==> src/hpa_pkg.sv <==
// Constants shared by the hot-plug auxiliary fault logic
package hpa_pkg;

  // ----------------------------------------------------------------
  // Clock and timing
  // ----------------------------------------------------------------
  localparam int unsigned CLK_HZ          = 25_000_000;
  localparam int unsigned WAKE_DELAY_US   = 100;
  // Longest-style wait: whole cycles, rounded down, never below one
  localparam int unsigned WAKE_DELAY_CYC  =
    (WAKE_DELAY_US * (CLK_HZ / 1_000_000) < 1) ? 1 :
    WAKE_DELAY_US * (CLK_HZ / 1_000_000);
  localparam int unsigned WAKE_CNT_W      = 16;

  // ----------------------------------------------------------------
  // Geometry
  // ----------------------------------------------------------------
  localparam int unsigned NSLOT           = 2;
  localparam int unsigned SYNC_W          = 24;

  // ----------------------------------------------------------------
  // Register byte addresses
  // ----------------------------------------------------------------
  localparam logic [3:0]  ADDR_CTRL       = 4'h0;
  localparam logic [3:0]  ADDR_STATUS     = 4'h4;
  localparam logic [3:0]  ADDR_IRQ_STAT   = 4'h8;
  localparam logic [3:0]  ADDR_IRQ_MASK   = 4'hC;

  // Control register fields
  localparam int unsigned CTRL_PWR_REQ    = 0;
  localparam int unsigned CTRL_ATT        = 2;
  localparam int unsigned CTRL_PWR_IND    = 4;
  localparam int unsigned CTRL_W          = 6;
  localparam logic [5:0]  CTRL_RST        = 6'h00;

  // Status register fields
  localparam int unsigned ST_AUX_FLT      = 0;
  localparam int unsigned ST_ANY_FLT      = 2;
  localparam int unsigned ST_WAKE_CONN    = 4;
  localparam int unsigned ST_AUX_EN       = 6;
  localparam int unsigned ST_STRAP        = 8;
  localparam int unsigned ST_MPV          = 10;
  localparam int unsigned ST_TEST_RISE    = 11;
  localparam int unsigned ST_CAP          = 12;
  localparam int unsigned ST_W            = 16;

  // Interrupt status / mask fields
  localparam int unsigned IRQ_AUX_FLT     = 0;
  localparam int unsigned IRQ_WAKE_CONN   = 2;
  localparam int unsigned IRQ_MPV_RISE    = 4;
  localparam int unsigned IRQ_W           = 5;
  localparam logic [4:0]  IRQ_RST         = 5'h00;

  // Bus responses
  localparam logic [1:0]  RESP_OKAY       = 2'h0;
  localparam logic [1:0]  RESP_SLVERR     = 2'h2;

  // Chain pins idle high like their pull-ups
  localparam logic        CHAIN_IDLE      = 1'b1;
  localparam logic [1:0]  STRAP_RST       = 2'h3;

endpackage : hpa_pkg

==> src/hpa_sync.sv <==
// Two-stage synchroniser for pin inputs
`timescale 1ns/100ps
module hpa_sync #(
  parameter int unsigned W = 1
) (
  // Clock and reset
  input  wire logic         aclk,
  input  wire logic         aresetn,
  // Data
  input  wire logic [W-1:0] d,
  input  wire logic [W-1:0] rst_val,
  output logic      [W-1:0] q
);

  logic [W-1:0] meta_q;

  // ----------------------------------------------------------------
  // Two flops per bit; the first stage feeds only the second
  // ----------------------------------------------------------------
  genvar i;
  generate
    for (i = 0; i < W; i++) begin : g_bit
      always_ff @(posedge aclk) begin
        if (!aresetn) begin
          meta_q[i] <= rst_val[i];
          q[i]      <= rst_val[i];
        end else begin
          meta_q[i] <= d[i];
          q[i]      <= meta_q[i];
        end
      end
    end
  endgenerate

endmodule : hpa_sync

==> src/hpa_slot.sv <==
// One slot's auxiliary supply, fault latch and wake-event gate
`timescale 1ns/100ps
module hpa_slot
  import hpa_pkg::*;
#(
  parameter int unsigned DELAY_CYC = WAKE_DELAY_CYC
) (
  // Clock and reset
  input  wire logic aclk,
  input  wire logic aresetn,
  // Synchronised slot conditions
  input  wire logic sw_closed,
  input  wire logic aux_in_uv,
  input  wire logic aux_oc,
  input  wire logic aux_good,
  // Slot state
  output logic      aux_en_q,
  output logic      wake_conn_q,
  output logic      aux_fault
);
  import hpa_pkg::*;

  localparam logic [WAKE_CNT_W-1:0] DELAY_LAST = WAKE_CNT_W'(DELAY_CYC - 1);

  logic                  short_q;
  logic [WAKE_CNT_W-1:0] cnt_q;
  logic                  short_set;
  logic                  short_clr;
  logic                  kill;
  logic                  timing;

  // ----------------------------------------------------------------
  // Fault terms
  // ----------------------------------------------------------------
  assign short_set = sw_closed & aux_en_q & aux_oc;
  assign short_clr = ~sw_closed | aux_in_uv;
  assign aux_fault = short_q | aux_in_uv | short_set;
  // Open switch or fault drops the gate in the same cycle as the supply
  assign kill      = ~sw_closed | aux_fault;
  assign timing    = aux_en_q & aux_good & ~wake_conn_q;

  // Short-circuit latch: a new short wins over a clear
  always_ff @(posedge aclk) begin
    if (!aresetn) begin
      short_q <= 1'b0;
    end else if (short_set) begin
      short_q <= 1'b1;
    end else if (short_clr) begin
      short_q <= 1'b0;
    end
  end

  // Supply follows the interlock and drops on fault
  always_ff @(posedge aclk) begin
    if (!aresetn) begin
      aux_en_q <= 1'b0;
    end else begin
      aux_en_q <= ~kill;
    end
  end

  // Settle timer starts once the supply is above threshold
  always_ff @(posedge aclk) begin
    if (!aresetn) begin
      cnt_q <= '0;
    end else if (kill || !timing) begin
      cnt_q <= '0;
    end else if (cnt_q != DELAY_LAST) begin
      cnt_q <= cnt_q + 1'b1;
    end
  end

  // Wake gate closes only at timer end; opens at once on kill
  always_ff @(posedge aclk) begin
    if (!aresetn) begin
      wake_conn_q <= 1'b0;
    end else if (kill) begin
      wake_conn_q <= 1'b0;
    end else if (timing && cnt_q == DELAY_LAST) begin
      wake_conn_q <= 1'b1;
    end
  end

endmodule : hpa_slot

==> src/hpa_aux_fault_logic.sv <==
// Top of the two-slot hot-plug auxiliary and fault logic
//
// Overview of operation
// - Nine-signal link, two cascaded chain pairs
// - Status chain upstream, control chain forwarded downstream
// - Chain output pins double as mode straps
// - Status pin is strap bit 0, control bit 1
// - Input undervoltage or slot overcurrent flags fault
// - Aux supply follows interlock switch
// - Wake gate connects after supply settle delay
// - Open switch or fault drops wake immediately
// - Short latches fault; switch open clears
// - Faults readable while main power valid
// - Without main power, attention shows aux fault unless at override level
// - Test select shows combined fault on attention
// - With main power valid, test select shows power request on indicator
// - Intermediate switch level shows main fault
// - Override level enables slot, shows main fault
// - Three-level capability strap decodes to two bits
`timescale 1ns/100ps
module hpa_aux_fault_logic #(
  parameter int unsigned WAKE_DELAY = hpa_pkg::WAKE_DELAY_CYC
) (
  // Clock and reset
  input  wire logic                       aclk,
  input  wire logic                       aresetn,
  // AXI4-Lite write address
  input  wire logic [3:0]                 s_axi_awaddr,
  input  wire logic                       s_axi_awvalid,
  output logic                            s_axi_awready,
  // AXI4-Lite write data
  input  wire logic [31:0]                s_axi_wdata,
  input  wire logic [3:0]                 s_axi_wstrb,
  input  wire logic                       s_axi_wvalid,
  output logic                            s_axi_wready,
  // AXI4-Lite write response
  output logic [1:0]                      s_axi_bresp,
  output logic                            s_axi_bvalid,
  input  wire logic                       s_axi_bready,
  // AXI4-Lite read address
  input  wire logic [3:0]                 s_axi_araddr,
  input  wire logic                       s_axi_arvalid,
  output logic                            s_axi_arready,
  // AXI4-Lite read data
  output logic [31:0]                     s_axi_rdata,
  output logic [1:0]                      s_axi_rresp,
  output logic                            s_axi_rvalid,
  input  wire logic                       s_axi_rready,
  // Interrupt
  output logic                            irq,
  // Cascaded serial link
  input  wire logic                       link_clk,
  input  wire logic                       status_chain_in,
  input  wire logic                       status_chain_out_i,
  output logic                            status_chain_out_o,
  output logic                            status_chain_out_oe,
  input  wire logic                       control_chain_in,
  input  wire logic                       control_chain_out_i,
  output logic                            control_chain_out_o,
  output logic                            control_chain_out_oe,
  // System conditions
  input  wire logic                       main_power_valid,
  input  wire logic                       test_select,
  input  wire logic                       aux_in_uv,
  // Per-slot inputs
  input  wire logic [hpa_pkg::NSLOT-1:0]  slot_interlock_switch_closed,
  input  wire logic [hpa_pkg::NSLOT-1:0]  slot_interlock_switch_override,
  input  wire logic [hpa_pkg::NSLOT-1:0]  slot_aux_oc,
  input  wire logic [hpa_pkg::NSLOT-1:0]  slot_aux_good,
  input  wire logic [hpa_pkg::NSLOT-1:0]  main_power_fault,
  input  wire logic [hpa_pkg::NSLOT-1:0]  slot_wake_event_in_n,
  input  wire logic [hpa_pkg::NSLOT-1:0]  bus_cap_above_gnd,
  input  wire logic [hpa_pkg::NSLOT-1:0]  bus_cap_open,
  // Per-slot outputs
  output logic [hpa_pkg::NSLOT-1:0]       slot_aux_supply,
  output logic [hpa_pkg::NSLOT-1:0]       slot_main_enable,
  output logic [hpa_pkg::NSLOT-1:0]       attention_indicator,
  output logic [hpa_pkg::NSLOT-1:0]       power_indicator,
  // Shared open-drain wake line
  output logic                            gated_wake_event_out_o,
  output logic                            gated_wake_event_out_oe
);
  import hpa_pkg::*;

  // ----------------------------------------------------------------
  // Pin synchronisation
  // ----------------------------------------------------------------
  logic [SYNC_W-1:0] sync_d;
  logic [SYNC_W-1:0] sync_q;
  logic              link_clk_s;
  logic              stat_in_s;
  logic              stat_pin_s;
  logic              ctl_in_s;
  logic              ctl_pin_s;
  logic              mpv_s;
  logic              test_s;
  logic              uv_s;
  logic [NSLOT-1:0]  sw_cl_s;
  logic [NSLOT-1:0]  sw_ov_s;
  logic [NSLOT-1:0]  oc_s;
  logic [NSLOT-1:0]  good_s;
  logic [NSLOT-1:0]  pflt_s;
  logic [NSLOT-1:0]  wake_n_s;
  logic [NSLOT-1:0]  cap_gnd_s;
  logic [NSLOT-1:0]  cap_open_s;

  assign sync_d = {bus_cap_open, bus_cap_above_gnd, slot_wake_event_in_n,
                   main_power_fault, slot_aux_good, slot_aux_oc,
                   slot_interlock_switch_override, slot_interlock_switch_closed,
                   aux_in_uv, test_select, main_power_valid,
                   control_chain_out_i, control_chain_in,
                   status_chain_out_i, status_chain_in, link_clk};

  hpa_sync #(.W(SYNC_W)) u_sync (
    .aclk    (aclk),
    .aresetn (aresetn),
    .d       (sync_d),
    .rst_val ('0),
    .q       (sync_q)
  );

  assign {cap_open_s, cap_gnd_s, wake_n_s, pflt_s, good_s, oc_s, sw_ov_s, sw_cl_s,
          uv_s, test_s, mpv_s, ctl_pin_s, ctl_in_s, stat_pin_s, stat_in_s,
          link_clk_s} = sync_q;

  // ----------------------------------------------------------------
  // Edge detection, strap capture and chain forwarding
  // ----------------------------------------------------------------
  logic        mpv_q;
  logic        link_q;
  logic        mpv_rise;
  logic        link_rise;
  logic [1:0]  strap_q;
  logic        test_rise_q;

  assign mpv_rise  = mpv_s & ~mpv_q;
  assign link_rise = link_clk_s & ~link_q;

  // Previous levels for edge finding
  always_ff @(posedge aclk) begin
    if (!aresetn) begin
      mpv_q  <= 1'b0;
      link_q <= 1'b0;
    end else begin
      mpv_q  <= mpv_s;
      link_q <= link_clk_s;
    end
  end

  // Straps caught while the pins are still undriven, before oe rises
  always_ff @(posedge aclk) begin
    if (!aresetn) begin
      strap_q     <= STRAP_RST;
      test_rise_q <= 1'b0;
    end else if (mpv_rise) begin
      strap_q     <= {ctl_pin_s, stat_pin_s};
      test_rise_q <= test_s;
    end
  end

  // Chain pins released while main power is not valid, so straps read
  always_ff @(posedge aclk) begin
    if (!aresetn) begin
      status_chain_out_oe  <= 1'b0;
      control_chain_out_oe <= 1'b0;
    end else begin
      status_chain_out_oe  <= mpv_s;
      control_chain_out_oe <= mpv_s;
    end
  end

  // One-bit pass stage per chain on each link clock rise
  always_ff @(posedge aclk) begin
    if (!aresetn) begin
      status_chain_out_o  <= CHAIN_IDLE;
      control_chain_out_o <= CHAIN_IDLE;
    end else if (link_rise) begin
      status_chain_out_o  <= stat_in_s;
      control_chain_out_o <= ctl_in_s;
    end
  end

  // ----------------------------------------------------------------
  // Slots
  // ----------------------------------------------------------------
  logic [CTRL_W-1:0] ctrl_q;
  logic [NSLOT-1:0]  aux_en;
  logic [NSLOT-1:0]  wake_conn;
  logic [NSLOT-1:0]  aux_flt;
  logic [NSLOT-1:0]  any_flt;
  logic [NSLOT-1:0]  mid_lvl;
  logic [NSLOT-1:0]  pwr_req;
  logic [NSLOT-1:0]  att_d;
  logic [NSLOT-1:0]  pind_d;
  logic [NSLOT-1:0]  men_d;
  logic [NSLOT-1:0]  wake_pull;
  logic [2*NSLOT-1:0] cap_bits;

  assign pwr_req = ctrl_q[CTRL_PWR_REQ +: NSLOT];

  genvar s;
  generate
    for (s = 0; s < NSLOT; s++) begin : g_slot
      // Override level counts as open for the aux supply
      hpa_slot #(.DELAY_CYC(WAKE_DELAY)) u_slot (
        .aclk        (aclk),
        .aresetn     (aresetn),
        .sw_closed   (sw_cl_s[s] & ~sw_ov_s[s]),
        .aux_in_uv   (uv_s),
        .aux_oc      (oc_s[s]),
        .aux_good    (good_s[s]),
        .aux_en_q    (aux_en[s]),
        .wake_conn_q (wake_conn[s]),
        .aux_fault   (aux_flt[s])
      );

      assign any_flt[s] = aux_flt[s] | pflt_s[s];
      assign mid_lvl[s] = ~sw_cl_s[s] & ~sw_ov_s[s];

      // Attention source by priority: override, no power, test, mid level
      assign att_d[s] = sw_ov_s[s]  ? pflt_s[s] :
                        !mpv_s      ? aux_flt[s] :
                        test_s      ? any_flt[s] :
                        mid_lvl[s]  ? pflt_s[s] :
                        ctrl_q[CTRL_ATT + s];
      assign pind_d[s] = (mpv_s & test_s) ? pwr_req[s] :
                         ctrl_q[CTRL_PWR_IND + s];
      assign men_d[s]  = sw_ov_s[s] |
                         (mpv_s & pwr_req[s] & ~pflt_s[s]);
      assign wake_pull[s] = wake_conn[s] & ~wake_n_s[s];
      // Ground 00, pull-down 01, open 11
      assign cap_bits[2*s]   = cap_gnd_s[s];
      assign cap_bits[2*s+1] = cap_gnd_s[s] & cap_open_s[s];
    end
  endgenerate

  // Registered pin outputs
  always_ff @(posedge aclk) begin
    if (!aresetn) begin
      slot_aux_supply     <= '0;
      slot_main_enable    <= '0;
      attention_indicator <= '0;
      power_indicator     <= '0;
    end else begin
      slot_aux_supply     <= aux_en;
      slot_main_enable    <= men_d;
      attention_indicator <= att_d;
      power_indicator     <= pind_d;
    end
  end

  // Open drain: only ever pulls low, so several devices can share it
  always_ff @(posedge aclk) begin
    if (!aresetn) begin
      gated_wake_event_out_o  <= 1'b0;
      gated_wake_event_out_oe <= 1'b0;
    end else begin
      gated_wake_event_out_o  <= 1'b0;
      gated_wake_event_out_oe <= |wake_pull;
    end
  end

  // ----------------------------------------------------------------
  // Interrupt status
  // ----------------------------------------------------------------
  logic [NSLOT-1:0]  aux_flt_q;
  logic [NSLOT-1:0]  wake_conn_q;
  logic [IRQ_W-1:0]  irq_ev;
  logic [IRQ_W-1:0]  irq_stat_q;
  logic [IRQ_W-1:0]  irq_mask_q;
  logic [IRQ_W-1:0]  irq_clr;

  assign irq_ev = {mpv_rise, wake_conn & ~wake_conn_q, aux_flt & ~aux_flt_q};

  // Event history for rising-edge events
  always_ff @(posedge aclk) begin
    if (!aresetn) begin
      aux_flt_q   <= '0;
      wake_conn_q <= '0;
    end else begin
      aux_flt_q   <= aux_flt;
      wake_conn_q <= wake_conn;
    end
  end

  // Sticky bits: a new event wins over a write-one clear
  always_ff @(posedge aclk) begin
    if (!aresetn) begin
      irq_stat_q <= IRQ_RST;
      irq        <= 1'b0;
    end else begin
      irq_stat_q <= (irq_stat_q & ~irq_clr) | irq_ev;
      irq        <= |(irq_stat_q & irq_mask_q);
    end
  end

  // ----------------------------------------------------------------
  // AXI4-Lite slave, one write and one read at a time
  // ----------------------------------------------------------------
  logic [3:0]        awaddr_q;
  logic [31:0]       wdata_q;
  logic              wlo_q;
  logic              aw_held;
  logic              w_held;
  logic              wr_go;
  logic              wr_ok;
  logic              rd_ok;
  logic [ST_W-1:0]   status;
  logic [31:0]       rd_word;

  assign aw_held = ~s_axi_awready;
  assign w_held  = ~s_axi_wready;
  assign wr_go   = aw_held & w_held & ~s_axi_bvalid;
  assign wr_ok   = (awaddr_q == ADDR_CTRL) | (awaddr_q == ADDR_IRQ_STAT) |
                   (awaddr_q == ADDR_IRQ_MASK);
  assign irq_clr = (wr_go && awaddr_q == ADDR_IRQ_STAT && wlo_q) ?
                   wdata_q[IRQ_W-1:0] : '0;

  // Fault fields read as zero while main power is not valid
  assign status = {cap_bits, test_rise_q, mpv_s, strap_q, aux_en, wake_conn,
                   mpv_s ? any_flt : {NSLOT{1'b0}},
                   mpv_s ? aux_flt : {NSLOT{1'b0}}};
  assign rd_ok  = (s_axi_araddr == ADDR_CTRL) | (s_axi_araddr == ADDR_STATUS) |
                  (s_axi_araddr == ADDR_IRQ_STAT) | (s_axi_araddr == ADDR_IRQ_MASK);
  assign rd_word = (s_axi_araddr == ADDR_CTRL)     ? 32'(ctrl_q) :
                   (s_axi_araddr == ADDR_STATUS)   ? 32'(status) :
                   (s_axi_araddr == ADDR_IRQ_STAT) ? 32'(irq_stat_q) :
                   (s_axi_araddr == ADDR_IRQ_MASK) ? 32'(irq_mask_q) : 32'h0000_0000;

  // Write channels taken independently, then one response
  always_ff @(posedge aclk) begin
    if (!aresetn) begin
      s_axi_awready <= 1'b1;
      s_axi_wready  <= 1'b1;
      s_axi_bvalid  <= 1'b0;
      s_axi_bresp   <= RESP_OKAY;
      awaddr_q      <= '0;
      wdata_q       <= '0;
      wlo_q         <= 1'b0;
    end else begin
      if (s_axi_awvalid && s_axi_awready) begin
        awaddr_q      <= s_axi_awaddr;
        s_axi_awready <= 1'b0;
      end
      if (s_axi_wvalid && s_axi_wready) begin
        wdata_q      <= s_axi_wdata;
        wlo_q        <= s_axi_wstrb[0];
        s_axi_wready <= 1'b0;
      end
      if (wr_go) begin
        s_axi_bvalid <= 1'b1;
        s_axi_bresp  <= wr_ok ? RESP_OKAY : RESP_SLVERR;
      end
      if (s_axi_bvalid && s_axi_bready) begin
        s_axi_bvalid  <= 1'b0;
        s_axi_awready <= 1'b1;
        s_axi_wready  <= 1'b1;
      end
    end
  end

  // Control and mask registers; only the low byte lane carries fields
  always_ff @(posedge aclk) begin
    if (!aresetn) begin
      ctrl_q     <= CTRL_RST;
      irq_mask_q <= IRQ_RST;
    end else if (wr_go && wlo_q) begin
      if (awaddr_q == ADDR_CTRL) begin
        ctrl_q <= wdata_q[CTRL_W-1:0];
      end
      if (awaddr_q == ADDR_IRQ_MASK) begin
        irq_mask_q <= wdata_q[IRQ_W-1:0];
      end
    end
  end

  // Read: address taken, data one cycle later, held until rready
  always_ff @(posedge aclk) begin
    if (!aresetn) begin
      s_axi_arready <= 1'b1;
      s_axi_rvalid  <= 1'b0;
      s_axi_rdata   <= '0;
      s_axi_rresp   <= RESP_OKAY;
    end else if (s_axi_arvalid && s_axi_arready) begin
      s_axi_arready <= 1'b0;
      s_axi_rvalid  <= 1'b1;
      s_axi_rdata   <= rd_word;
      s_axi_rresp   <= rd_ok ? RESP_OKAY : RESP_SLVERR;
    end else if (s_axi_rvalid && s_axi_rready) begin
      s_axi_rvalid  <= 1'b0;
      s_axi_arready <= 1'b1;
    end
  end

endmodule : hpa_aux_fault_logic

==> config.mk <==
export PLATFORM = sky130hd
export DESIGN_NAME = hpa_aux_fault_logic
export DESIGN_NICKNAME = d
export VERILOG_FILES = /design/src/hpa_pkg.sv /design/src/hpa_sync.sv /design/src/hpa_slot.sv /design/src/hpa_aux_fault_logic.sv
export SDC_FILE = /design/constraint.sdc
export NUM_CORES = 1
export LEC_CHECK = 0
export BUFFER_PORTS_ARGS = -buffer_cell sky130_fd_sc_hd__buf_2
export CORE_MARGIN = 2
export CORE_UTILIZATION = 58
export DETAILED_ROUTE_END_ITERATION = 10
export GPL_ROUTABILITY_DRIVEN = 0
export HOLD_SLACK_MARGIN = 0.12
export PLACE_DENSITY = 0.81
export SYNTH_ARGS = -nofsm -noshare
export SYNTH_HDL_FRONTEND = slang
export SYNTH_SLANG_ARGS = --single-unit
export TNS_END_PERCENT = 1
==> constraint.sdc <==
create_clock -name aclk -period 2.6 [get_ports aclk]
set_input_delay 0.13 -clock aclk [delete_from_list [all_inputs] [get_ports aclk]]
set_output_delay 0.13 -clock aclk [all_outputs]
set_load 0.02 [all_outputs]
# --- Word level (Yosys, flattened, before mapping) ---
# Index checks and enable logic that the tools add are counted.
word_totals:
  reg_bits: 175
  word_cells: 220
  input_bits: 75
op_classes:
  n_mux: 27
  add_sub_neg: 2
  n_eq_ne: 9
  n_reduce_logical: 28
  bitwise: 70
op_table:
  columns: ["op", "count"]
  rows:
  - ["$add A16 B1 Y16 const B", 2]
  - ["$eq A16 B12 Y1 const B", 2]
  - ["$mux W16", 2]
  - ["$ne A16 B12 Y1 const B", 2]
  - ["$and A1 B1 Y1", 25]
  - ["$not A1 Y1", 20]
  - ["$mux W1", 18]
  - ["$or A1 B1 Y1", 17]
  - ["$eq A4 B4 Y1 const B", 4]
  - ["$mux W5", 3]
  - ["$reduce_or A2 Y1", 6]
  - ["$and A5 B5 Y5", 2]
  - ["$logic_and A1 B1 Y1", 10]
  - ["$logic_not A4 Y1", 2]
  - ["$mux W2", 4]
  - ["$reduce_bool A2 Y1", 3]
  - ["$not A5 Y5", 1]
  - ["$or A5 B5 Y5", 1]
  - ["$reduce_or A5 Y1", 1]
  - ["$and A2 B2 Y2", 2]
  - ["$eq A4 B3 Y1 const B", 1]
  - ["$not A2 Y2", 2]
  - ["$reduce_and A2 Y1", 2]
  - ["$logic_not A1 Y1", 2]
  - ["$logic_or A1 B1 Y1", 2]

# --- Depth between registers and ports, before layout ---
logic_depth:
  depth_word: 9
  ltp_mapped: 7
  depth_no_buf: 5

# --- Modules after synthesis ---
# Synthesis repeated with hierarchy kept, for this count alone.
unflattened:
  cells_unflattened: 628
  hier_area_um2: 6308.6
by_module_without_submodules:
  columns: ["module", "cells_each", "area_per_inst_um2", "instances"]
  rows:
  - ["hpa_aux_fault_logic", 331, 2977.9, 1]
  - ["hpa_sync", 101, 1620.3, 1]
  - ["hpa_slot (g_slot[1].u_slot)", 96, 857.1, 1]
  - ["hpa_slot (g_slot[0].u_slot)", 100, 853.3, 1]

# --- Worst setup path after synthesis ---
# No wires, ideal clock.
synth_path:
  path_kind: "register -> register"
  startpoint: "reg s_axi_wready"
  endpoint: "reg ctrl_q[0]"
  arrival_time_ns: 1.616
  path_stages_with_launch: 6
  period_less_slack_ns: 1.734
  setup_slack_ns: 0.866
  cell_sequence: "dfxtp_1 > clkbuf_1 > nor3_1 > nand4_1 > mux2i_1 > nor2b_1"
synth_between:
  elab_chain_cells: 5
synth_rtl:
  columns: ["element", "line", "text"]
  rows:
  - ["start: declaration", "hpa_aux_fault_logic.sv:35", "output logic s_axi_wready,"]
  - ["start signal: assignment", "hpa_aux_fault_logic.sv:334", "s_axi_wready <= 1'b1;"]
  - ["start signal: assignment", "hpa_aux_fault_logic.sv:348", "s_axi_wready <= 1'b0;"]
  - ["start signal: assignment", "hpa_aux_fault_logic.sv:357", "s_axi_wready <= 1'b1;"]
  - ["$not A1 Y1", "hpa_aux_fault_logic.sv:312", "assign w_held = ~s_axi_wready;"]
  - ["$and A1 B1 Y1 (2 in a row)", "hpa_aux_fault_logic.sv:313", "assign wr_go = aw_held & w_held & ~s_axi_bvalid;"]
  - ["$logic_and A1 B1 Y1", "hpa_aux_fault_logic.sv:367", "end else if (wr_go && wlo_q) begin"]
  - ["$reduce_and A2 Y1 (no source line)", null, null]
  - ["end signal: assignment", "hpa_aux_fault_logic.sv:369", "ctrl_q <= wdata_q[CTRL_W-1:0];"]
  - ["end: declaration", "hpa_aux_fault_logic.sv:186", "logic [CTRL_W-1:0] ctrl_q;"]
# No other way between the ends.
# A chain may end at the register's enable or synchronous reset.

# --- Final worst setup path ---
layout_path:
  startpoint: "in aresetn"
  endpoint: "reg s_axi_awready"
layout_between:
  elab_chain_cells: 2
layout_rtl:
  columns: ["element", "line", "text"]
  rows:
  - ["start: declaration", "hpa_aux_fault_logic.sv:26", "input wire logic aresetn,"]
  - ["$not A1 Y1 (no source line)", null, null]
  - ["$reduce_or A2 Y1 (no source line)", null, null]
  - ["end signal: assignment", "hpa_aux_fault_logic.sv:333", "s_axi_awready <= 1'b1;"]
  - ["end signal: assignment", "hpa_aux_fault_logic.sv:343", "s_axi_awready <= 1'b0;"]
  - ["end signal: assignment", "hpa_aux_fault_logic.sv:356", "s_axi_awready <= 1'b1;"]
  - ["end: declaration", "hpa_aux_fault_logic.sv:30", "output logic s_axi_awready,"]
# No other way between the ends.

==> impl_results.md <==
* Area contributors post-synth: dfxtp_1, and2_1, a21boi_0
* Clock transition at the registers of the reported paths at 0.06 ns
* Routed len/inst at roughly 15 um
* CTS tree: built
* Sinks on Clock Net at roughly 160
* Post-synth EDFFs at 0
* Layout cells sized above 1 at 15.95%
* Max Fclk at 0.4213 GHz
* CP Cell Sequence: dlygate4sd3_1, buf_2, buf_4, a21boi_0, o21ai_0, dlygate4sd3_1
* Req. time, crit path at 3.00 ns
* CP endpoint kind: flip-flop
* Vias in the first global route at 4856
* Yosys warns at 0
* Buf/Inv on CP at 4
* Rel. slew slack at around three fifths
* PortBufs at 82
* CP max FO at 92
* First-pass GRT wire length at 22970 um
* Worst min path class: in2reg
* Netlist Area Pre-Place at 6015 sq um
* Die Area at 11200 sq um
* P per Cell Area at ~700 nW/um^2
* Final WL at 13570 um
* Post-place setup slack at ~0.51 ns
* Synthesized flop and latch total at 157
* Gate Count Post-Synth at approximately 620
* Outcome: finished, final reports clean
* DRT iter0 DRCs at about 350
* Sequential element share of the synthesized area at 52.26%
* Design area at around 7600 sq um
* Worst Max-Slew Pin Slew at 0.6289 ns
* DR pass1 iterations at 7
* DP Wirelength at 8156 um
* Root Buffer: clkbuf_8
* Yosys top cell by area: dfxtp_1
* CP Launch Type: input pin
* CORE AREA at 10180 sq um
* WHS Path Cells at 4
* Final WS setup at 0.2263 ns
* Asr flop ratio synth at 0%
* Post-Place Cells at 809
* R2R setup slack at about 0.57 ns
* Overall routing resource usage at 25.77%
* Levels on crit path at 6
* H-tree Lvls at 4
* Clock Latency Late Sink at 0.52 ns
* Critical path class: in2reg
* Yosys cell types at 48
* Final setup TNS at 0 ns
* Num ports at 131
* Vias at between 4000 and 5000
* Die W at 105.8 um
* Static Leak at 0.003078 uW
* Peak VDD IR at approximately 0.00045 V
* Clk buf depth at 2
* Data arrival, critical path at 2.78 ns
* Synthesized area per cell at 9.685 sq um
* Worst Skew at 0.003772 ns
* Commonest cells in the netlist: dfxtp_1, and2_1, nand2_1
* Fin. max-slew vios at 0
* ANT cells at 0
* Most numerous cell in the Yosys netlist: dfxtp_1
* Unrepaired setup endpoints after global routing: no
* Slowest stage delay, CP at 0.63 ns
* Predominant post-synthesis flop cell: dfxtp_1
* Max_cap viols at 0
* Antenna violations before repair at 0
* Detail Route Antenna Nets at 0
* Final Hold Viols at 0
* Area Overhead vs Synth at 26.73%
* Setup violators final at 0
* Fin crit period at roughly 2.4 ns
* Reg2Reg Depth at 4
* Largest net degree at the start of global routing at 93
* Post-Layout Cell Count at 901
* Die Ht at between 100 and 150 um
* Inserted Clock Buffers at 17
* CP max stage cell: buf_4
* Layout fillers at between 600 and 700
* Top delay family on crit path: buffers and inverters
* Layout Nets at 831
* DR DRC count at 0
* Final worst path period share at 91.29%
* FP Rows at 37
* Post-Route Utilization at between 70% and 80%
* Vias/cell at 5.271
* Placed Instance Area at roughly 6400 sq um
* Initial Util at between 50% and 60%
* Post-synth top area share at 52.26%
* Grt ovf at 0
* Critical path's most frequent cell: dlygate4sd3_1
-- power breakdown --
part | internal (uW) | switching, uW | leakage, uW
clock network | 1570 | 934 | 0.000282
registers | 2480 | 47.1 | 0.00128
logic | 163 | 167 | 0.00151
-- worst min-delay path: stages --
cell and delay [ns]:
buf_2 0.10, or2_2 0.17, o22a_1 0.15, a21oi_1 0.06
-- cell families after synthesis --
logic type      count (synthesis)  synth area share (%)
buf+inv                        58                 5.159
simple gates                  267                 24.28
xor+xnor                       25                 3.641
compound gates                 87                 9.902
flops                         157                 52.26
other cells                     1               0.06235
mux                            24                 4.285
fa+ha+maj                       2                0.4160
-- final cells by class --
class	instances	area (sq um)	share of cell area, %
clock buffer	19	431.7	5.663
clock inverter	11	168.9	2.216
inverter	7	26.28	0.3447
multi-input combinational	424	2629	34.49
sequential	157	3143	41.23
tap	136	170.2	2.232
timing repair buffer	147	1054	13.82
-- final timing paths --
check,start,end
max reg2reg,s_axi_wready$_SDFFE_PP1P_,wlo_q$_SDFFE_PN0P_
min,s_axi_araddr[0],s_axi_rdata[1]$_SDFFE_PN0P_
min reg2reg,u_sync.meta_q[18]$_SDFF_PN0_,u_sync.q[18]$_SDFF_PN0_
max,aresetn,s_axi_awready$_SDFFE_PP1P_
-- layer usage --
metal / up-vias / part of all wire, % / wire [um] / global-route usage, %
li1: 2342 / - / - / -
met2: 158 / 50 / 6734 / 44.33
met4: 0 / 2.1 / 280 / 9.962
met3: 26 / 5.2 / 711 / 6.308
met1: 2223 / 43 / 5844 / 31.06
met5: - / 0 / 0 / 0
-- cell usage in the layout, fill, tap and decap left out, types with 17 or more instances in the layout --
cell type      count
nand3_1           33
nor2_1            39
conb_1            19
dlygate4sd3_1     62
and2_1            58
dfxtp_1          157
a21oi_1           17
nand2_1           50
buf_2             82
nor2b_1           25
xor2_1            19
mux2i_1           19
a21boi_0          32
-- per-stage QoR --
stage | power (uW) | hold slack (ns)
after floorplan | 2755 | 0.2304
after global placement | 2809 | 0.3355
after detailed placement | 2821 | 0.3385
after CTS | 5362 | 0.1276
after global routing | 5546 | 0.1339
final | 5356 | 0.1421
-- registers in the layout, summed over array words and instances (netlist names), 2 cells and up --
| name | cells |
|---|---|
| attention_indicator | 2 |
| slot_aux_supply | 2 |
| ctrl_q | 6 |
| irq_stat_q | 5 |
| power_indicator | 2 |
| g_slot.u_slot.wake_conn_q | 2 |
| u_sync.q | 24 |
| g_slot.u_slot.short_q | 2 |
| g_slot.u_slot.cnt_q | 32 |
| awaddr_q | 4 |
| wdata_q | 6 |
| slot_main_enable | 2 |
| g_slot.u_slot.aux_en_q | 2 |
| u_sync.meta_q | 24 |
| wake_conn_q | 2 |
| irq_mask_q | 5 |
| s_axi_rdata | 16 |
| aux_flt_q | 2 |
| strap_q | 2 |
-- repair_timing --
| action | in CTS | in global routing |
|---|---|---|
| gates resized for setup | 0 | 0 |
| hold buffers | 62 | 0 |
| hold endpoints to repair | 63 | 0 |
| buffers inserted | 0 | 0 |
Note: power is estimated with default switching activity, not from simulation.
